===== src/hw/ctmw_pkg.sv =====
// Purpose: shared constants of the transceiver mode and wake control
// Assumes: 100 MHz clock, APB registers one aligned word each
// Notes:   all times in ns, cycle counts derived from the clock period
package ctmw_pkg;
  // ==========================================================
  // clock and timing
  localparam int CLK_PERIOD_NS    = 10;
  localparam int ENABLE_TIME_NS   = 8000;    // transceiver enabling time, least
  localparam int ENABLE_CYC       = (ENABLE_TIME_NS + CLK_PERIOD_NS - 1) / CLK_PERIOD_NS;
  localparam int WAKE_FILT_NS     = 1800;    // dominant filter, longest
  localparam int WAKE_FILT_CYC    = WAKE_FILT_NS / CLK_PERIOD_NS;
  localparam int WAKE_REC_NS      = 10000000; // recessive gap limit, longest
  localparam int WAKE_REC_CYC     = WAKE_REC_NS / CLK_PERIOD_NS;
  localparam int CNT_W            = 20;
  // ==========================================================
  // register offsets (byte addresses)
  localparam logic [7:0] OFS_CTRL   = 8'h00;
  localparam logic [7:0] OFS_WAKE_A = 8'h04;
  localparam logic [7:0] OFS_WAKE_B = 8'h08;
  localparam logic [7:0] OFS_TXTO   = 8'h0c;
  localparam logic [7:0] OFS_BUSTO  = 8'h10;
  localparam logic [7:0] OFS_STATE  = 8'h14;
  // ==========================================================
  // field positions
  localparam int CTRL_MODE_LSB = 0;
  localparam int CTRL_SLOPE    = 2;
  localparam int CTRL_WDWAKE   = 3;
  localparam int WAKE_FLAG     = 0;
  localparam int FAIL_FLAG     = 0;
  // ==========================================================
  // transceiver mode field codes
  localparam logic [1:0] MODE_OFF  = 2'h0;
  localparam logic [1:0] MODE_WAKE = 2'h1;
  localparam logic [1:0] MODE_RXO  = 2'h2;
  localparam logic [1:0] MODE_NORM = 2'h3;
  // ==========================================================
  // reset values
  localparam logic [15:0] TXTO_RST  = 16'h0fa0;
  localparam logic [15:0] BUSTO_RST = 16'h0fa0;
  // host chip modes, as driven on hostMode
  typedef enum logic [2:0] {
    HM_INIT, HM_NORMAL, HM_STOP, HM_SLEEP, HM_RESTART, HM_FAILSAFE
  } ctmw_host_t;
endpackage


===== src/hw/ctmw_wake_if.sv =====
// Purpose: carrier between mode control and wake pattern detector
// Assumes: both ends on the one clock
// Notes:   hit is a one-cycle pulse
`timescale 1ns/1ps
interface ctmw_wake_if;
  logic busDom;
  logic enable;
  logic hit;
  modport det (input busDom, input enable, output hit);
  modport ctl (output busDom, output enable, input hit);
endinterface


===== src/hw/ctmw_ctrl.sv =====
// Purpose: one channel of transceiver mode, enable, wake and fault control
// Assumes: APB slave, 100 MHz clk, pins synchronised here
// Notes:   analog bus stage outside; this block steers it
// Notes on behaviour
// - power-up starts in off, wake ignored
// - normal only in normal or dev init
// - normal drives tx level, returns bus level
// - early dominant dropped until recessive seen
// - slope control unless bypass bit set
// - receive-only: driver off, receiver on
// - receive-only only in normal or stop
// - wake mode selectable; forced in fail-safe
// - wake hit holds rx low until mode change
// - wake pattern: dom, short gap, dom
// - mode field keeps reading wake after wake
// - rearm by leaving then reselecting wake
// - auto rearm on stop, sleep, fail-safe
// - rearm independent of wake flag clear
// - stop/normal wake: interrupt, status, rx low
// - stop wake leaves chip in stop
// - stop wake enables watchdog if optioned
// - sleep wake requests restart, rx low
// - wake from sleep raises no interrupt
// - tx dominant timeout: driver off, fail flag
// - timeout ends with tx; mode unchanged
// - bus clamp sets fail flag, mode kept
// - enabling time between 8 and 18 us
// - dominant filter between 0.5 and 1.8 us
// - recessive gap limit 0.5 to 10 ms
//
// Our own choices: the APB register port and the register addresses.
`timescale 1ns/1ps
module ctmw_ctrl #(
  parameter int WAKE_REC_CYC = ctmw_pkg::WAKE_REC_CYC
) (
  // clock and reset
  input  wire logic        clk,
  input  wire logic        resetn,
  // apb slave
  input  wire logic        psel,
  input  wire logic        penable,
  input  wire logic        pwrite,
  input  wire logic [7:0]  paddr,
  input  wire logic [31:0] pwdata,
  output logic [31:0]      prdata,
  output logic             pready,
  output logic             pslverr,
  // host chip state
  input  wire logic [2:0]  hostMode,
  input  wire logic        devModeActive,
  input  wire logic        watchdogEnabled,
  // controller pins
  input  wire logic        channelTxInput,
  output logic             channelRxOutput,
  // bus stage
  input  wire logic        busRecessive,
  output logic             busBiasEn,
  output logic             busDriverEn,
  output logic             busDriveDom,
  output logic             slopeBypass,
  // host chip events
  output logic             interruptOutN,
  output logic             watchdogAutoEn,
  output logic             restartReq
);
  // ==========================================================
  // declarations
  ctmw_pkg::ctmw_host_t host;
  logic [1:0]  modeField_r;
  logic        slope_r;
  logic        wdOnWake_r;
  logic [15:0] txToLim_r;
  logic [15:0] busToLim_r;
  logic        busWakeFlag_r;
  logic        failFlag_r;
  logic        intPend_r;
  logic        wakeLatched_r;
  logic        wakeArmed_r;
  logic [1:0]  syncA_r;
  logic [1:0]  syncB_r;
  logic        txRec;
  logic        busDom;
  logic [1:0]  effMode;
  logic [9:0]  enCnt_r;
  logic        enDone;
  logic        txGate_r;
  logic        txOver;
  logic        busOver;
  logic        busOverD_r;
  ctmw_pkg::ctmw_host_t hostD_r;
  logic        wrEn;
  logic        rdEn;
  logic        mapped;
  logic [1:0]  wrMode;
  logic        wakeHit;
  ctmw_wake_if wk ();

  localparam logic [9:0] EN_CYC = 10'(ctmw_pkg::ENABLE_CYC);

  // ==========================================================
  // mode availability per host chip mode
  function automatic logic modeOk(input logic [1:0] m,
                                  input ctmw_pkg::ctmw_host_t h,
                                  input logic dev);
    logic ok;
    ok = 1'b0;
    unique case (m)
      ctmw_pkg::MODE_OFF:  ok = 1'b1;
      ctmw_pkg::MODE_NORM: ok = (h == ctmw_pkg::HM_NORMAL) ||
                                ((h == ctmw_pkg::HM_INIT) && dev);
      ctmw_pkg::MODE_RXO:  ok = (h == ctmw_pkg::HM_NORMAL) ||
                                (h == ctmw_pkg::HM_STOP);
      ctmw_pkg::MODE_WAKE: ok = (h == ctmw_pkg::HM_STOP) ||
                                (h == ctmw_pkg::HM_SLEEP) ||
                                (h == ctmw_pkg::HM_RESTART) ||
                                (h == ctmw_pkg::HM_NORMAL) ||
                                (h == ctmw_pkg::HM_FAILSAFE);
    endcase
    return ok;
  endfunction

  assign host = ctmw_pkg::ctmw_host_t'(hostMode);

  // ==========================================================
  // pin synchronisers, two stages each
  always_ff @(posedge clk) begin
    if (!resetn) begin
      syncA_r <= 2'h3;
      syncB_r <= 2'h3;
    end else begin
      syncA_r <= {busRecessive, channelTxInput};
      syncB_r <= syncA_r;
    end
  end
  assign txRec  = syncB_r[0];
  assign busDom = !syncB_r[1];

  // ==========================================================
  // apb decode; zero wait states
  assign wrEn    = psel && penable && pwrite;
  assign rdEn    = psel && !pwrite;
  assign pready  = 1'b1;
  assign mapped  = (paddr == ctmw_pkg::OFS_CTRL)   || (paddr == ctmw_pkg::OFS_WAKE_A) ||
                   (paddr == ctmw_pkg::OFS_WAKE_B) || (paddr == ctmw_pkg::OFS_TXTO)   ||
                   (paddr == ctmw_pkg::OFS_BUSTO)  || (paddr == ctmw_pkg::OFS_STATE);
  assign pslverr = psel && penable && !mapped;
  assign wrMode  = pwdata[ctmw_pkg::CTRL_MODE_LSB +: 2];

  // ==========================================================
  // control register; a refused mode keeps the old field
  always_ff @(posedge clk) begin
    if (!resetn) begin
      modeField_r <= ctmw_pkg::MODE_OFF;
      slope_r     <= 1'b0;
      wdOnWake_r  <= 1'b0;
    end else begin
      if (wrEn && paddr == ctmw_pkg::OFS_CTRL) begin
        slope_r    <= pwdata[ctmw_pkg::CTRL_SLOPE];
        wdOnWake_r <= pwdata[ctmw_pkg::CTRL_WDWAKE];
        if (modeOk(wrMode, host, devModeActive)) begin
          modeField_r <= wrMode;
        end
      end
      if (host == ctmw_pkg::HM_FAILSAFE) begin
        modeField_r <= ctmw_pkg::MODE_WAKE;
      end
    end
  end

  // ==========================================================
  // timeout thresholds
  always_ff @(posedge clk) begin
    if (!resetn) begin
      txToLim_r  <= ctmw_pkg::TXTO_RST;
      busToLim_r <= ctmw_pkg::BUSTO_RST;
    end else if (wrEn) begin
      if (paddr == ctmw_pkg::OFS_TXTO)  txToLim_r  <= pwdata[15:0];
      if (paddr == ctmw_pkg::OFS_BUSTO) busToLim_r <= pwdata[15:0];
    end
  end

  // ==========================================================
  // effective mode: a field the host mode no longer allows acts as off
  assign effMode = modeOk(modeField_r, host, devModeActive) ? modeField_r
                                                            : ctmw_pkg::MODE_OFF;

  // ==========================================================
  // enabling delay, restarted by every normal-mode write
  always_ff @(posedge clk) begin
    if (!resetn || effMode != ctmw_pkg::MODE_NORM) begin
      enCnt_r <= 10'h000;
    end else if (wrEn && paddr == ctmw_pkg::OFS_CTRL && wrMode == ctmw_pkg::MODE_NORM) begin
      enCnt_r <= 10'h000;
    end else if (enCnt_r != EN_CYC) begin
      enCnt_r <= enCnt_r + 10'h001;
    end
  end
  assign enDone = (enCnt_r == EN_CYC);

  // ==========================================================
  // transmit gate opens on recessive after enabling
  always_ff @(posedge clk) begin
    if (!resetn || !enDone) begin
      txGate_r <= 1'b0;
    end else if (txRec) begin
      txGate_r <= 1'b1;
    end
  end

  // ==========================================================
  // dominant timers; tx timer only counts while transmitting
  ctmw_dom_timer uTxTo (
    .clk    (clk),
    .resetn (resetn),
    .dom    (txGate_r && !txRec),
    .limit  (txToLim_r),
    .over   (txOver)
  );
  ctmw_dom_timer uBusTo (
    .clk    (clk),
    .resetn (resetn),
    .dom    (busDom),
    .limit  (busToLim_r),
    .over   (busOver)
  );

  // ==========================================================
  // bus stage outputs, registered
  always_ff @(posedge clk) begin
    if (!resetn) begin
      busBiasEn   <= 1'b0;
      busDriverEn <= 1'b0;
      busDriveDom <= 1'b0;
      slopeBypass <= 1'b0;
    end else begin
      busBiasEn   <= (effMode == ctmw_pkg::MODE_NORM) || (effMode == ctmw_pkg::MODE_RXO);
      busDriverEn <= (effMode == ctmw_pkg::MODE_NORM) && txGate_r && !txOver;
      busDriveDom <= (effMode == ctmw_pkg::MODE_NORM) && txGate_r && !txOver && !txRec;
      slopeBypass <= slope_r;
    end
  end

  // ==========================================================
  // receive output
  always_ff @(posedge clk) begin
    if (!resetn) begin
      channelRxOutput <= 1'b1;
    end else begin
      unique case (effMode)
        ctmw_pkg::MODE_NORM, ctmw_pkg::MODE_RXO: channelRxOutput <= !busDom;
        ctmw_pkg::MODE_WAKE:                     channelRxOutput <= !wakeLatched_r;
        default:                                 channelRxOutput <= 1'b1;
      endcase
    end
  end

  // ==========================================================
  // wake detector
  assign wk.busDom = busDom;
  assign wk.enable = (effMode == ctmw_pkg::MODE_WAKE) && wakeArmed_r;
  ctmw_wake_det #(
    .REC_CYC (WAKE_REC_CYC)
  ) uWake (
    .clk    (clk),
    .resetn (resetn),
    .wk     (wk)
  );
  assign wakeHit = wk.hit;

  // ==========================================================
  // arming and wake latch; mode field untouched by a wake
  always_ff @(posedge clk) begin
    if (!resetn) begin
      hostD_r       <= ctmw_pkg::HM_INIT;
      wakeLatched_r <= 1'b0;
      wakeArmed_r   <= 1'b1;
    end else begin
      hostD_r <= host;
      if (modeField_r != ctmw_pkg::MODE_WAKE) begin
        wakeLatched_r <= 1'b0;
        wakeArmed_r   <= 1'b1;
      end else if (wakeHit) begin
        wakeLatched_r <= 1'b1;
        wakeArmed_r   <= 1'b0;
      end else if (host != hostD_r && (host == ctmw_pkg::HM_STOP ||
               host == ctmw_pkg::HM_SLEEP || host == ctmw_pkg::HM_FAILSAFE)) begin
        wakeArmed_r <= 1'b1;
      end
    end
  end

  // ==========================================================
  // wake reactions on host chip
  always_ff @(posedge clk) begin
    if (!resetn) begin
      watchdogAutoEn <= 1'b0;
      restartReq     <= 1'b0;
    end else begin
      watchdogAutoEn <= wakeHit && host == ctmw_pkg::HM_STOP &&
                        wdOnWake_r && !watchdogEnabled;
      restartReq     <= wakeHit && (host == ctmw_pkg::HM_SLEEP || host == ctmw_pkg::HM_FAILSAFE);
    end
  end

  // ==========================================================
  // sticky flags, write one to clear, a set beats the clear
  always_ff @(posedge clk) begin
    if (!resetn) begin
      busWakeFlag_r <= 1'b0;
      intPend_r     <= 1'b0;
      failFlag_r    <= 1'b0;
      busOverD_r    <= 1'b0;
    end else begin
      busOverD_r <= busOver;
      if (wakeHit) begin
        busWakeFlag_r <= 1'b1;
      end else if (wrEn && paddr == ctmw_pkg::OFS_WAKE_A && pwdata[ctmw_pkg::WAKE_FLAG]) begin
        busWakeFlag_r <= 1'b0;
      end
      if (wakeHit && (host == ctmw_pkg::HM_STOP || host == ctmw_pkg::HM_NORMAL)) begin
        intPend_r <= 1'b1;
      end else if (wrEn && paddr == ctmw_pkg::OFS_WAKE_A && pwdata[ctmw_pkg::WAKE_FLAG]) begin
        intPend_r <= 1'b0;
      end
      if ((txOver && !busDriverEn && txGate_r) || (busOver && !busOverD_r)) begin
        failFlag_r <= 1'b1;
      end else if (wrEn && paddr == ctmw_pkg::OFS_WAKE_B && pwdata[ctmw_pkg::FAIL_FLAG]) begin
        failFlag_r <= 1'b0;
      end
    end
  end
  assign interruptOutN = !intPend_r;

  // ==========================================================
  // read data, registered at the setup cycle
  always_ff @(posedge clk) begin
    if (!resetn) begin
      prdata <= 32'h00000000;
    end else if (rdEn && !penable) begin
      unique case (paddr)
        ctmw_pkg::OFS_CTRL:   prdata <= {28'h0000000, wdOnWake_r, slope_r, modeField_r};
        ctmw_pkg::OFS_WAKE_A: prdata <= {31'h00000000, busWakeFlag_r};
        ctmw_pkg::OFS_WAKE_B: prdata <= {31'h00000000, failFlag_r};
        ctmw_pkg::OFS_TXTO:   prdata <= {16'h0000, txToLim_r};
        ctmw_pkg::OFS_BUSTO:  prdata <= {16'h0000, busToLim_r};
        ctmw_pkg::OFS_STATE:  prdata <= {24'h000000, busOver, txOver, txGate_r, enDone,
                                         wakeArmed_r, wakeLatched_r, effMode};
        default:              prdata <= 32'h00000000;
      endcase
    end
  end
endmodule


===== src/hw/ctmw_dom_timer.sv =====
// Purpose: counts a dominant level and flags it past a threshold
// Assumes: dom already synchronised
// Notes:   flag falls as soon as dom ends
`timescale 1ns/1ps
module ctmw_dom_timer (
  // clock and reset
  input  wire logic        clk,
  input  wire logic        resetn,
  // level and limit
  input  wire logic        dom,
  input  wire logic [15:0] limit,
  // result
  output logic             over
);
  logic [15:0] cnt_r;
  // ==========================================================
  // saturating counter, over once count passes limit
  always_ff @(posedge clk) begin
    if (!resetn || !dom) begin
      cnt_r <= 16'h0000;
      over  <= 1'b0;
    end else begin
      if (cnt_r != 16'hffff) begin
        cnt_r <= cnt_r + 16'h0001;
      end
      over <= (cnt_r >= limit);
    end
  end
endmodule


===== src/hw/ctmw_wake_det.sv =====
// Purpose: detects the two-phase wake pattern on the bus
// Assumes: busDom synchronised, enable low outside wake mode
// Notes:   a short second dominant restarts the search
`timescale 1ns/1ps
module ctmw_wake_det #(
  parameter int REC_CYC = ctmw_pkg::WAKE_REC_CYC
) (
  // clock and reset
  input  wire logic clk,
  input  wire logic resetn,
  // link to control
  ctmw_wake_if.det  wk
);
  typedef enum logic [1:0] {ST_IDLE, ST_DOM1, ST_GAP, ST_DOM2} ctmw_wst_t;
  localparam logic [19:0] FILT = 20'(ctmw_pkg::WAKE_FILT_CYC);
  localparam logic [19:0] REC  = 20'(REC_CYC);
  ctmw_wst_t   st_r;
  logic [19:0] cnt_r;
  // ==========================================================
  // pattern walk: dom > filter, gap < limit, dom > filter
  always_ff @(posedge clk) begin
    if (!resetn || !wk.enable) begin
      st_r   <= ST_IDLE;
      cnt_r  <= 20'h00000;
      wk.hit <= 1'b0;
    end else begin
      wk.hit <= 1'b0;
      unique case (st_r)
        ST_IDLE: begin
          cnt_r <= 20'h00000;
          if (wk.busDom) begin
            st_r <= ST_DOM1;
          end
        end
        ST_DOM1: begin
          if (wk.busDom) begin
            if (cnt_r <= FILT) cnt_r <= cnt_r + 20'h00001;
          end else begin
            cnt_r <= 20'h00000;
            st_r  <= (cnt_r > FILT) ? ST_GAP : ST_IDLE;
          end
        end
        ST_GAP: begin
          if (wk.busDom) begin
            cnt_r <= 20'h00000;
            st_r  <= ST_DOM2;
          end else if (cnt_r >= REC) begin
            st_r <= ST_IDLE; // gap too long, start over
          end else begin
            cnt_r <= cnt_r + 20'h00001;
          end
        end
        ST_DOM2: begin
          if (!wk.busDom) begin
            st_r <= ST_IDLE;
          end else if (cnt_r > FILT) begin
            wk.hit <= 1'b1;
            st_r   <= ST_IDLE;
          end else begin
            cnt_r <= cnt_r + 20'h00001;
          end
        end
      endcase
    end
  end
endmodule


===== config.mk =====
export PLATFORM = sky130hd
export DESIGN_NAME = ctmw_ctrl
export DESIGN_NICKNAME = d
export VERILOG_FILES = /design/src/hw/ctmw_pkg.sv /design/src/hw/ctmw_wake_if.sv /design/src/hw/ctmw_ctrl.sv /design/src/hw/ctmw_dom_timer.sv /design/src/hw/ctmw_wake_det.sv
export SDC_FILE = /design/constraint.sdc
export NUM_CORES = 1
export LEC_CHECK = 0
export BUFFER_PORTS_ARGS = -buffer_cell sky130_fd_sc_hd__buf_2
export CORE_ASPECT_RATIO = 0.6
export CORE_MARGIN = 10
export CORE_UTILIZATION = 48
export DETAILED_ROUTE_END_ITERATION = 12
export PLACE_DENSITY = 0.69
export SLEW_MARGIN = 20
export SYNTH_ARGS = -nofsm -noshare
export SYNTH_HDL_FRONTEND = slang
export SYNTH_HIERARCHICAL = 1
export SYNTH_SLANG_ARGS = --single-unit

===== constraint.sdc =====
create_clock -name clk -period 2.6 [get_ports clk]
set_clock_uncertainty 0.1 [all_clocks]
set_input_delay 0.52 -clock clk [delete_from_list [all_inputs] [get_ports clk]]
set_output_delay 0.52 -clock clk [all_outputs]
set_load 0.02 [all_outputs]

==> impl_table.tex, run 1 <==
\begin{tabular}{lr}
\hline
Metric & Value \\
\hline
\multicolumn{2}{l}{\textbf{Clock tree}} \\
Number of buffers created by CTS & 17 \\
\# H-tree levels & 4 \\
CTS tree & built \\
CTS sink count & 140 \\
Clock slew at reported path FFs & 0.06 ns \\
Latest clock arrival within the worst-skew pair & 0.43 ns \\
Root buffer cell & sky130\_fd\_sc\_hd\_\_clkbuf\_16 \\
Post-CTS Hold Buffers & 0 \\
Clock buffer depth & 2 \\
\multicolumn{2}{l}{\textbf{Layout}} \\
Non-filler instance count after layout & 1,228 \\
Number of nets in the layout & 1,096 \\
Number of inserted diodes & 0 \\
Growth of design area from synthesis to finish & 13.0\% \\
Post-route core utilization & 55.1\% \\
Proportion of layout cells with a drive suffix above 1 & between 10 and 15\% \\
\multicolumn{2}{l}{\textbf{STA}} \\
Max transition margin & 30.4\% \\
Unrepaired setup endpoints after global routing & yes \\
Final critical-path share of the clock period & 94.1\% \\
Final max-slew violation count & 0 \\
Number of setup violations in the final report & 0 \\
Final period demand of the worst path & 2.45 ns \\
Hold Violations, Final & 0 \\
Worst hold-check slack & between 0.15 and 0.2 ns \\
Fmax & 0.409 GHz \\
Worst-margin pin slew & $\sim$1.0 ns \\
\multicolumn{2}{l}{\textbf{GRT}} \\
Overflow left after global routing & 0 \\
Global-route usage over all layers & between 10\% and 20\% \\
Pin count of the biggest net entering global routing & 36 \\
Global-route wire length before repair & 34,300 um \\
Number of global-route vias before repair & 6,304 \\
Initial antenna violation count & 1 \\
\multicolumn{2}{l}{\textbf{Worst hold path}} \\
Hold path start & watchdogEnabled \\
Min-Delay Endpoint & watchdogAutoEn\$\_SDFF\_PN0\_ \\
Hold Crit Class & primary input to flop \\
Worst hold path depth & 2 \\
\multicolumn{2}{l}{\textbf{Power}} \\
Total power & 4.85 mW \\
Pwr per Cell Area & 545 mW/mm2 \\
Total internal power & 3.67 mW \\
Combinational group share of total power & 4.0\% \\
Clock network fraction of total power & between 50\% and 60\% \\
Relative contribution of sequential cells to total power & 44.4\% \\
Total net switching power & 1.19 mW \\
Leakage component of the power & about 3.6 nW \\
Switching part of the total & 24.5\% \\
Max VDD drop & 427 uV \\
\multicolumn{2}{l}{\textbf{Drt}} \\
Routed wire length per instance & $\sim$17 um \\
Via density per instance & 5.77 \\
Total DRC errors in the routed layout & 0 \\
Overall via count from detail\_route & 7,084 \\
Initial detailed-routing violation count & 776 \\
Routed wire length & 21,100 um \\
Number of search-and-repair iterations in the first detailed-routing pass & 6 \\
Number of antenna-violating nets in the routed design & 0 \\
\multicolumn{2}{l}{\textbf{Synth}} \\
Mapped Avg Cell Area & 8.28 um2 \\
Synth warn & 6 \\
Fraction of registers with async set/reset & 0\% \\
Fraction of the yosys area taken by sequential cells & 35.6\% \\
Post-Syn Area & 0.00788 mm2 \\
Instance count of the mapped netlist & around 950 \\
Number of storage elements in the synthesis netlist & 140 \\
Number of enable-type register cells in the synthesized netlist & 0 \\
Library cells used by synthesis & 79 \\
Ys flop type & sky130\_fd\_sc\_hd\_\_dfxtp\_1 \\
\multicolumn{2}{l}{\textbf{Setup path}} \\
Req. time, crit path & 2.84 ns \\
Crit. End Element & flop \\
CP Cell Sequence & nor4\_2, nand3\_2, nor4\_4, o21ai\_0, a221oi\_2 \\
R2R cell count & 5 \\
Worst R2R Setup Slack & 0.15 ns \\
Critical-path cell with the highest stage delay & sky130\_fd\_sc\_hd\_\_nor4\_4 \\
Worst-path maximum fanout & 19 \\
Reg2reg start & uWake/cnt\_r[14]\$\_SDFFE\_PP0P\_ \\
Crit path largest cell delay & slightly below 0.9 ns \\
Top Family by Delay on Critical Path & simple AND/OR/NAND/NOR gates \\
Crit path kind & flop to flop \\
End of the worst register-to-register path & uWake/cnt\_r[3]\$\_SDFFE\_PP0P\_ \\
Bufs and invs on worst path & 0 \\
Critical path launch point type & flop \\
Arrival time of data at the critical path endpoint & 2.69 ns \\
\multicolumn{2}{l}{\textbf{Place}} \\
Routability Congestion & $\sim$0.90 \\
HPWL after detailed placement & 15,700 um \\
Placed cell count & about 1,200 \\
IO buf count & 60 \\
\multicolumn{2}{l}{\textbf{Floorplan}} \\
Overall die area & $\sim$0.022 mm2 \\
Vert. Die Dim & approximately 120 um \\
Site Rows & 36 \\
Effective utilization at floorplan & 48.7\% \\
Die extent in x & 185 um \\
CORE AREA & 0.0162 mm2 \\
Total I/O pin count & 94 \\
\multicolumn{2}{l}{\textbf{Flow run}} \\
Number of max-cap violations & 0 \\
\multicolumn{2}{l}{\textbf{Status}} \\
Status & completed \\
\hline
\end{tabular}
-- final cells by class --
| type | instances | area [um2] |
|---|---|---|
| fill | 1530 | 7270 |
| multi-input combinational | 709 | 4580 |
| sequential | 140 | 2800 |
| timing repair buffer | 78 | 435 |
| clock buffer | 17 | 425 |
| tap | 209 | 262 |
| inverter | 60 | 225 |
| clock inverter | 15 | 179 |
-- Yosys cell counts (12+ instances only) --
cell type | n | share of area (%)
sky130_fd_sc_hd__nand4_1 | 20 | 1.6
sky130_fd_sc_hd__buf_4 | 23 | 2.2
sky130_fd_sc_hd__clkbuf_1 | 23 | 1.1
sky130_fd_sc_hd__a21boi_0 | 12 | 1.1
sky130_fd_sc_hd__inv_1 | 60 | 2.9
sky130_fd_sc_hd__nor3_1 | 15 | 0.95
sky130_fd_sc_hd__and3_1 | 17 | 1.4
sky130_fd_sc_hd__and2_1 | 31 | 2.5
sky130_fd_sc_hd__dfxtp_1 | 140 | 36
sky130_fd_sc_hd__nand3_1 | 48 | 3.0
sky130_fd_sc_hd__nand2_1 | 138 | 6.6
sky130_fd_sc_hd__and4_1 | 13 | 1.4
sky130_fd_sc_hd__nand2b_1 | 13 | 1.0
sky130_fd_sc_hd__mux2i_1 | 14 | 1.8
sky130_fd_sc_hd__nor2_1 | 50 | 2.4
sky130_fd_sc_hd__o21ai_0 | 45 | 2.9
sky130_fd_sc_hd__a31oi_1 | 13 | 1.0
sky130_fd_sc_hd__a21oi_1 | 43 | 2.7
sky130_fd_sc_hd__ha_1 | 38 | 6.0
-- registers in the layout, summed over array words and instances (netlist names), 2 cells and up --
| signal | cells |
|---|---|
| txToLim_r | 16 |
| syncB_r | 2 |
| uWake/cnt_r | 20 |
| uWake/st_r | 2 |
| enCnt_r | 10 |
| uTxTo/cnt_r | 16 |
| uBusTo/cnt_r | 16 |
| modeField_r | 2 |
| prdata | 16 |
| syncA_r | 2 |
| busToLim_r | 16 |
| hostD_r | 3 |
-- power by group through the flow --
stage / clock network (mW) / logic, mW / registers (mW)
after CTS: 2.54 / 0.191 / 2.16
after global placement: 0 / 0.189 / 2.20
after global routing: 2.65 / 0.210 / 2.16
after detailed placement: 0 / 0.190 / 2.20
final: 2.50 / 0.196 / 2.16
after floorplan: 0 / 0.135 / 2.20
-- timing repair --
action                                  in CTS  in global routing
setup buffers                                0                  0
resized for setup                            0                  2
endpoints found under the setup margin       0                 14
endpoints found under the hold margin        0                  0
-- logic make-up (layout without fill, tap and decap cells) --
logic type / Yosys count / after routing / share of synthesized area (%)
DFF: 140 / 140 / 35.6
other: 2 / 17 / 0.0953
xor gates and xnor gates: 10 / 10 / 1.11
adders and majority gates: 38 / 38 / 6.04
buffers and inverters: 117 / 170 / 7.12
muxes: 17 / 17 / 2.21
and+or+nand+nor: 403 / 403 / 27.9
AOI/OAI and AO/OA: 224 / 224 / 19.9
-- worst max path at each step --
stage	from	end	slack [ns]	depth (start not counted)
final	uWake/cnt_r[14]$_SDFFE_PP0P_	uWake/cnt_r[3]$_SDFFE_PP0P_	0.15	5
after global placement	uWake/cnt_r[0]$_SDFFE_PP0P_	uWake/cnt_r[3]$_SDFFE_PP0P_	0.25	7
after detailed placement	uWake/cnt_r[0]$_SDFFE_PP0P_	uWake/cnt_r[6]$_SDFFE_PP0P_	0.18	7
after global routing	uWake/cnt_r[14]$_SDFFE_PP0P_	uWake/cnt_r[3]$_SDFFE_PP0P_	-0.003	5
after CTS	uWake/cnt_r[0]$_SDFFE_PP0P_	uWake/cnt_r[3]$_SDFFE_PP0P_	0.11	7
after floorplan	hostMode[1]	uWake/cnt_r[7]$_SDFFE_PP0P_	0.54	7
-- per-stage QoR --
stage	setup TNS [ns]	setup WS, ns	instance area [um2]
6_report	0	0.154	8900
5_1_grt	-0.00330	-0.00330	8900
4_1_cts	0	0.105	8900
3_5_place_dp	0	0.185	8300
3_3_place_gp	0	0.254	8300
2_1_floorplan	0	0.544	7930
-- per-layer routing --
layer	vias to the layer above	wire (um)	global-route usage, %
met5	-	12	0
met4	2	129	4.45
met3	19	1810	4.86
met2	274	7900	24.2
met1	3290	11200	30.7
li1	3499	-	-
-- layout by cell type, fill, tap and decap left out, types with 6 or more instances in the layout --
cell type,instances
sky130_fd_sc_hd__dfxtp_1,140
sky130_fd_sc_hd__nand2_1,138
sky130_fd_sc_hd__inv_1,60
sky130_fd_sc_hd__buf_2,60
sky130_fd_sc_hd__nor2_1,50
sky130_fd_sc_hd__nand3_1,48
sky130_fd_sc_hd__o21ai_0,44
sky130_fd_sc_hd__a21oi_1,43
sky130_fd_sc_hd__ha_1,38
sky130_fd_sc_hd__and2_1,31
sky130_fd_sc_hd__nand4_1,20
sky130_fd_sc_hd__buf_4,18
sky130_fd_sc_hd__and3_1,17
sky130_fd_sc_hd__conb_1,17
sky130_fd_sc_hd__clkbuf_16,17
sky130_fd_sc_hd__nor3_1,15
sky130_fd_sc_hd__mux2i_1,14
sky130_fd_sc_hd__a31oi_1,13
sky130_fd_sc_hd__nand2b_1,13
sky130_fd_sc_hd__and4_1,13
sky130_fd_sc_hd__a21boi_0,12
sky130_fd_sc_hd__nor2b_1,11
sky130_fd_sc_hd__a221oi_1,11
sky130_fd_sc_hd__o21ai_1,10
sky130_fd_sc_hd__nor4_1,10
sky130_fd_sc_hd__a22oi_1,9
sky130_fd_sc_hd__o21a_1,8
sky130_fd_sc_hd__a21o_1,8
sky130_fd_sc_hd__o211ai_1,8
sky130_fd_sc_hd__or3_1,7
sky130_fd_sc_hd__a221oi_2,7
sky130_fd_sc_hd__xnor2_1,6
sky130_fd_sc_hd__a211oi_1,6
No activity file was read; power rests on OpenSTA's default activity.
==> run 2, diff against run 1 <==
- HOLD_SLACK_MARGIN: unset -> 0.03
- PLACE_DENSITY: 0.69 -> 0.77
- TNS_END_PERCENT: unset -> 50
==> run 2 against run 1 <==
  * Worst hold slack improved by 0.016 ns
  * Utilization decreased by 0.12 points
  * Clock power shrank 3%
  * Sequential cell count unchanged
  * Die area did not move
  * Wire length down 0.74%
  * Sequential share of layout area grew 0.066 points
  * Global-route usage down 0.31 points
  * Cell count about the same
  * Critical endpoint is now uWake/cnt_r[17]$_SDFFE_PP0P_
==> impl_table.tex, run 2 (synthesis gave the netlist of run 1 again) <==
\begin{tabular}{lr}
\hline
Metric & Value \\
\hline
\multicolumn{2}{l}{\textbf{Status}} \\
Status & completed \\
\multicolumn{2}{l}{\textbf{GRT}} \\
Pin count of the biggest net entering global routing & 37 (+2.8\%) \\
Overflow left after global routing & 0 (unchanged) \\
Global-route wire length before repair & 34,300 um (about the same) \\
Global-route usage over all layers & 18.9\% (-0.31 points) \\
Initial antenna violation count & 0 (-1) \\
Number of global-route vias before repair & 6,453 (+2.4\%) \\
\multicolumn{2}{l}{\textbf{Worst hold path}} \\
Min-Delay Endpoint & watchdogAutoEn\$\_SDFF\_PN0\_ \\
Hold path start & watchdogEnabled \\
Worst hold path depth & 2 (unchanged) \\
Hold Crit Class & primary input to flop \\
\multicolumn{2}{l}{\textbf{Setup path}} \\
Crit path kind & flop to flop \\
Top Family by Delay on Critical Path & compound AO/OA/AOI/OAI gates \\
Crit. End Element & flop \\
Critical path launch point type & flop \\
Worst-path maximum fanout & 17 (-2) \\
Req. time, crit path & 2.82 ns (-0.02 ns) \\
Reg2reg start & uWake/cnt\_r[0]\$\_SDFFE\_PP0P\_ \\
End of the worst register-to-register path & uWake/cnt\_r[17]\$\_SDFFE\_PP0P\_ \\
Worst R2R Setup Slack & 0.39 ns (+0.24 ns) \\
Critical Path Stages & 7 (+2) \\
Arrival time of data at the critical path endpoint & 2.42 ns (-0.27 ns) \\
R2R cell count & 7 (+2) \\
CP Cell Sequence & inv\_1, ha\_1, nand2b\_1, a211oi\_2, o311a\_1, nor2\_4, a221oi\_1 \\
Crit path largest cell delay & 0.42 ns (-0.45 ns) \\
Critical-path cell with the highest stage delay & sky130\_fd\_sc\_hd\_\_a211oi\_2 \\
Bufs and invs on worst path & 1 (+1) \\
\multicolumn{2}{l}{\textbf{Clock tree}} \\
Latest clock arrival within the worst-skew pair & 0.43 ns (about the same) \\
CTS tree & built \\
Clock slew at reported path FFs & 0.07 ns (about the same) \\
Number of buffers created by CTS & 17 (unchanged) \\
CTS sink count & 140 (unchanged) \\
Clock buffer depth & 2 (unchanged) \\
\# H-tree levels & 4 (unchanged) \\
Root buffer cell & sky130\_fd\_sc\_hd\_\_clkbuf\_16 \\
Post-CTS Hold Buffers & 0 (unchanged) \\
\multicolumn{2}{l}{\textbf{Drt}} \\
Overall via count from detail\_route & 7,128 (+0.62\%) \\
Total DRC errors in the routed layout & 0 (unchanged) \\
Initial detailed-routing violation count & 784 (+1.0\%) \\
Routed wire length per instance & 17.0 um (-0.82\%) \\
Number of search-and-repair iterations in the first detailed-routing pass & 5 (-1) \\
Via density per instance & 5.80 (+0.54\%) \\
Number of antenna-violating nets in the routed design & 0 (unchanged) \\
Routed wire length & 20,900 um (-0.74\%) \\
\multicolumn{2}{l}{\textbf{STA}} \\
Number of setup violations in the final report & 0 (unchanged) \\
Hold Violations, Final & 0 (unchanged) \\
Final max-slew violation count & 0 (unchanged) \\
Max transition margin & 59.9\% (+29 points) \\
Final critical-path share of the clock period & 84.8\% (-9.2 points) \\
Worst-margin pin slew & 0.597 ns (-0.439 ns) \\
Fmax & 0.453 GHz (+11\%) \\
Unrepaired setup endpoints after global routing & no \\
Worst hold-check slack & 0.176 ns (+0.0159 ns) \\
Final period demand of the worst path & 2.21 ns (-0.240 ns) \\
Sum of negative setup slack & 0 ns (unchanged) \\
\multicolumn{2}{l}{\textbf{Layout}} \\
Proportion of layout cells with a drive suffix above 1 & 14.6\% (+0.084 points) \\
Post-route cell area & 0.00889 mm2 (-0.21\%) \\
Growth of design area from synthesis to finish & 12.8\% \\
Number of nets in the layout & 1,097 (+0.091\%) \\
Non-filler instance count after layout & 1,229 (+0.081\%) \\
Most frequent cells in the layout & sky130\_fd\_sc\_hd\_\_dfxtp\_1, sky130\_fd\_sc\_hd\_\_nand2\_1, sky130\_fd\_sc\_hd\_\_inv\_1, sky130\_fd\_sc\_hd\_\_buf\_2, sky130\_fd\_sc\_hd\_\_nor2\_1 \\
Final-layout fill cell count & 1,470 (-3.9\%) \\
Register with the highest flop count & uWake/cnt\_r \\
Leading cell type in the layout, fill and taps excluded & sky130\_fd\_sc\_hd\_\_dfxtp\_1 \\
Flip-flop count of the largest register, all copies and words added & 20 (unchanged) \\
Number of inserted diodes & 0 (unchanged) \\
\multicolumn{2}{l}{\textbf{Place}} \\
Routability Congestion & 0.891 (-1.2\%) \\
HPWL after detailed placement & 15,400 um (-1.3\%) \\
Placed cell count & 1,197 (+0.084\%) \\
IO buf count & 60 (unchanged) \\
Area after detailed placement & 0.00830 mm2 (about the same) \\
\multicolumn{2}{l}{\textbf{Flow run}} \\
Number of max-cap violations & 0 (unchanged) \\
\multicolumn{2}{l}{\textbf{Floorplan}} \\
CORE AREA & 0.0162 mm2 (unchanged) \\
Die extent in x & 185 um (unchanged) \\
Total I/O pin count & 94 (unchanged) \\
Vert. Die Dim & 119 um (unchanged) \\
Overall die area & 0.0221 mm2 (unchanged) \\
Site Rows & 36 (unchanged) \\
Effective utilization at floorplan & 48.7\% (unchanged) \\
\multicolumn{2}{l}{\textbf{Power}} \\
Leakage component of the power & 3.54 nW (-0.22\%) \\
Max VDD drop & 444 uV (+3.9\%) \\
Pwr per Cell Area & 538 mW/mm2 (-1.4\%) \\
Total power & 4.78 mW (-1.6\%) \\
\hline
\end{tabular}
==> run 2: final cells by class <==
| type | count | area (um2) | share of cell area (%) |
|---|---|---|---|
| Timing Repair Buffer | 79 | 443 | 4.98 |
| Clock buffer | 17 | 425 | 4.79 |
| Sequential cell | 140 | 2800 | 31.5 |
| Clock inverter | 15 | 153 | 1.72 |
| Multi-Input combinational cell | 709 | 4580 | 51.5 |
| Tap cell | 209 | 262 | 2.94 |
| Inverter | 60 | 225 | 2.53 |
==> run 2: how the worst max path moves through the flow <==
| stage | start | to | slack (ns) |
|---|---|---|---|
| floorplan | hostMode[1] | uWake/cnt_r[7]$_SDFFE_PP0P_ | 0.54 |
| global placement | uWake/cnt_r[14]$_SDFFE_PP0P_ | uWake/cnt_r[18]$_SDFFE_PP0P_ | 0.25 |
| detailed placement | uWake/cnt_r[14]$_SDFFE_PP0P_ | uWake/cnt_r[17]$_SDFFE_PP0P_ | 0.18 |
| CTS | uWake/cnt_r[14]$_SDFFE_PP0P_ | uWake/cnt_r[4]$_SDFFE_PP0P_ | 0.17 |
| global route | uWake/cnt_r[0]$_SDFFE_PP0P_ | uWake/cnt_r[17]$_SDFFE_PP0P_ | 0.25 |
| finish | uWake/cnt_r[0]$_SDFFE_PP0P_ | uWake/cnt_r[17]$_SDFFE_PP0P_ | 0.39 |
==> run 2: metal layers <==
layer | vias to the layer above | global-route usage [%] | share of wire (%)
li1 | 3512 | - | -
met1 | 3309 | 28.9 | 50
met2 | 292 | 25.2 | 39
met3 | 15 | 4.34 | 9.5
met4 | 0 | 5.41 | 0.81
met5 | - | 0 | 0
==> run 2: per-stage QoR <==
| stage | util (%) | setup WS [ns] |
|---|---|---|
| floorplan | - | 0.544 |
| global placement | 51.3 | 0.250 |
| detailed placement | 51.3 | 0.177 |
| CTS | 54.9 | 0.170 |
| global route | 55.0 | 0.250 |
| finish | 55.0 | 0.394 |
==> run 2: repair_timing <==
item	4_1_cts	5_1_grt
endpoints found under the setup margin	0	1
setup buffers	0	0
resized for setup	0	1
==> run 2: power breakdown <==
part           total [mW]  switching, mW  internal [mW]
clock                2.42           1.07           1.35
combinational       0.194          0.130         0.0642
sequential           2.16        0.00633           2.15
total                4.78           1.21           3.57
==> run 3, diff against run 2 <==
- PLACE_DENSITY: 0.77 -> 0.79
- clock period: 2.6 -> 1.9 ns (I/O delays scaled with it)
==> run 3 against run 2 <==
  * The run now ends with setup timing left
  * Combinational power rose by 55%
  * Worst hold slack got worse by 0.13 ns
  * Register-to-register slack got worse by 0.57 ns
  * Global-route usage rose by 1.2 points
  * Sequential share of layout area fell by 3.0 points
  * Sequential cell count did not move
  * First-iteration DRC count fell by 1.4%
  * Via count rose by 7.4%
  * Critical path depth rose by 1
  * Design area rose by 11%
  * Die area did not move
  * Largest cell class unchanged
  * Highest routed layer unchanged
==> impl_table.tex, run 3 (synthesis gave the netlist of run 1 again) <==
\begin{tabular}{lr}
\hline
Metric & Value \\
\hline
\multicolumn{2}{l}{\textbf{Setup path}} \\
Setup crit start & uWake/cnt\_r[9]\$\_SDFFE\_PP0P\_ \\
Crit path largest cell delay & 0.34 ns (-0.08 ns) \\
Worst R2R Setup Slack & -0.18 ns (-0.57 ns) \\
Reg2reg start & uWake/cnt\_r[9]\$\_SDFFE\_PP0P\_ \\
Arrival time of data at the critical path endpoint & 2.32 ns (-0.10 ns) \\
CP Cell Sequence & nor4\_4, nand3\_2, buf\_6, nor4\_4, buf\_4, buf\_6, o211ai\_1, a221oi\_2 \\
Critical-path cell with the highest stage delay & sky130\_fd\_sc\_hd\_\_dfxtp\_2 \\
Crit path kind & flop to flop \\
Worst-path maximum fanout & 5 (-12) \\
Critical path launch point type & flop \\
Crit. End Element & flop \\
Req. time, crit path & 2.14 ns (-0.68 ns) \\
\multicolumn{2}{l}{\textbf{Clock tree}} \\
Number of buffers created by CTS & 17 (unchanged) \\
\# H-tree levels & 4 (unchanged) \\
Latest clock arrival within the worst-skew pair & 0.43 ns (about the same) \\
Clock buffer depth & 2 (unchanged) \\
Root buffer cell & sky130\_fd\_sc\_hd\_\_clkbuf\_16 \\
Clock slew at reported path FFs & 0.07 ns (about the same) \\
CTS sink count & 140 (unchanged) \\
CTS tree & built \\
\multicolumn{2}{l}{\textbf{GRT}} \\
Pin count of the biggest net entering global routing & 34 (-8.1\%) \\
Overflow left after global routing & 0 (unchanged) \\
Number of global-route vias before repair & 6,903 (+7.0\%) \\
Global-route usage over all layers & 20.1\% (+1.2 points) \\
Global-route wire length before repair & 36,300 um (+5.8\%) \\
Initial antenna violation count & 0 (unchanged) \\
\multicolumn{2}{l}{\textbf{Floorplan}} \\
Effective utilization at floorplan & 48.7\% (unchanged) \\
Overall die area & 0.0221 mm2 (unchanged) \\
Die extent in x & 185 um (unchanged) \\
Vert. Die Dim & 119 um (unchanged) \\
CORE AREA & 0.0162 mm2 (unchanged) \\
Site Rows & 36 (unchanged) \\
Total I/O pin count & 94 (unchanged) \\
\multicolumn{2}{l}{\textbf{STA}} \\
Final max-slew violation count & 0 (unchanged) \\
Hold Violations, Final & 0 (unchanged) \\
Fmax & 0.481 GHz (+6.0\%) \\
Unrepaired setup endpoints after global routing & yes \\
Number of setup violations in the final report & 22 (+22) \\
Least setup slack across all paths after layout & -0.180 ns (-0.575 ns) \\
Final period demand of the worst path & 2.08 ns (-0.125 ns) \\
Final critical-path share of the clock period & 109\% (+25 points) \\
Sum of negative setup slack & -2.02 ns (-2.02 ns) \\
\multicolumn{2}{l}{\textbf{Layout}} \\
Register with the highest flop count & uWake/cnt\_r \\
Final-layout fill cell count & 1,314 (-11\%) \\
Area of the multi-input gates & 0.00479 mm2 (+4.8\%) \\
Flip-flop count of the largest register, all copies and words added & 20 (unchanged) \\
Number of nets in the layout & 1,178 (+7.4\%) \\
Most frequent cells in the layout & sky130\_fd\_sc\_hd\_\_nand2\_1, sky130\_fd\_sc\_hd\_\_dfxtp\_1, sky130\_fd\_sc\_hd\_\_buf\_4 \\
Proportion of layout cells with a drive suffix above 1 & 24.1\% (+9.5 points) \\
Growth of design area from synthesis to finish & 24.7\% \\
Post-route cell area & 0.00982 mm2 (+11\%) \\
Leading cell type in the layout, fill and taps excluded & sky130\_fd\_sc\_hd\_\_nand2\_1 \\
Flip-flop and latch area & 0.00281 mm2 (+0.18\%) \\
Number of inserted diodes & 0 (unchanged) \\
\multicolumn{2}{l}{\textbf{Drt}} \\
Routed wire length per instance & 18.0 um (+5.6\%) \\
Overall via count from detail\_route & 7,658 (+7.4\%) \\
Number of antenna-violating nets in the routed design & 0 (unchanged) \\
Via density per instance & 5.85 (+0.79\%) \\
Initial detailed-routing violation count & 773 (-1.4\%) \\
Number of search-and-repair iterations in the first detailed-routing pass & 6 (+1) \\
Routed wire length & 23,600 um (+13\%) \\
Total DRC errors in the routed layout & 0 (unchanged) \\
\multicolumn{2}{l}{\textbf{Flow run}} \\
Number of max-cap violations & 0 (unchanged) \\
\multicolumn{2}{l}{\textbf{Place}} \\
Routability Congestion & 0.924 (+3.7\%) \\
HPWL after detailed placement & 16,500 um (+6.9\%) \\
IO buf count & 60 (unchanged) \\
Area after detailed placement & 0.00889 mm2 (+7.1\%) \\
\multicolumn{2}{l}{\textbf{Status}} \\
Violations in the final reports & setup timing \\
Status & finished, violations left \\
\multicolumn{2}{l}{\textbf{Worst hold path}} \\
Hold Crit Class & primary input to flop \\
Hold path start & channelTxInput \\
\multicolumn{2}{l}{\textbf{Power}} \\
Pwr per Cell Area & 667 mW/mm2 (+24\%) \\
Leakage component of the power & 4.02 nW (+14\%) \\
Max VDD drop & 607 uV (+37\%) \\
\hline
\end{tabular}
-- run 3: cell types whose count changed in the layout (fill, tap and decap cells not counted), moves of 5 or more --
| cell | previous run | this run |
|---|---|---|
| sky130_fd_sc_hd__buf_4 | 19 | 86 |
| sky130_fd_sc_hd__o21ai_0 | 45 | 35 |
| sky130_fd_sc_hd__a221oi_1 | 11 | 4 |
| sky130_fd_sc_hd__a221oi_2 | 7 | 14 |
| sky130_fd_sc_hd__buf_6 | 0 | 7 |
| sky130_fd_sc_hd__buf_12 | 0 | 6 |
| sky130_fd_sc_hd__o21ai_1 | 9 | 14 |
| sky130_fd_sc_hd__o21ai_2 | 0 | 5 |
-- run 3: final timing paths --
check,endpoint,depth (start not counted)
worst max-delay path,uWake/cnt_r[13]$_SDFFE_PP0P_,8
worst min-delay path,syncA_r[0]$_SDFF_PN1_,2
worst max register to register,uWake/cnt_r[13]$_SDFFE_PP0P_,8
worst min register to register,syncB_r[1]$_SDFF_PN1_,1
-- run 3: layer usage --
metal | wire, um | vias to the layer above | GRT usage (%) | part of all wire, %
met5 | 0 | - | 0 | 0
met4 | 336 | 0 | 5.51 | 1.4
met3 | 1990 | 30 | 4.16 | 8.4
met2 | 9980 | 356 | 28.2 | 42
met1 | 11300 | 3600 | 29.8 | 48
li1 | - | 3672 | - | -
-- run 3: final cells by class --
type / instances / share of cell area, %
well taps: 209 / 2.66
repair buffers: 160 / 11.8
inverters: 60 / 2.29
clock buffers: 17 / 4.33
multi-input cells: 709 / 48.8
flip-flops and latches: 140 / 28.6
clock inverters: 15 / 1.54
-- run 3: critical path: cells and delay by family, from the launching register on --
| family | cells | cell delay [ns] |
|---|---|---|
| simple gates | 3 | 0.69 |
| flops | 1 | 0.34 |
| compound gates | 2 | 0.40 |
| buf+inv | 3 | 0.46 |
-- run 3: repair_timing --
item / CTS / global route
gates resized for setup: 19 / 41
pin swaps: 10 / 26
setup endpoints to repair: 21 / 25
hold endpoints to repair: 1 / 0
gates cloned: 0 / 2
hold buffers: 1 / 0
setup buffers: 2 / 6
-- run 3: per-stage QoR --
| stage | power, mW | cells | utilization (%) | setup slack [ns] | hold WS [ns] |
|---|---|---|---|---|---|
| floorplan | 3.20 | 966 | - | -0.00412 | 0.286 |
| global placement | 3.30 | 1267 | 55.0 | -0.349 | 0.297 |
| detailed placement | 3.30 | 1267 | 55.0 | -0.484 | 0.300 |
| CTS | 6.55 | 1302 | 59.4 | -0.121 | 0.0326 |
| global route | 6.71 | 1310 | 60.7 | -0.250 | 0.0441 |
| finish | 6.55 | 1310 | 60.7 | -0.180 | 0.0441 |
-- run 3: report_power, final --
| group | internal [mW] | total (mW) | switching, mW |
|---|---|---|---|
| clock network | 1.84 | 3.30 | 1.46 |
| registers | 2.94 | 2.95 | 0.00654 |
| logic | 0.111 | 0.300 | 0.189 |
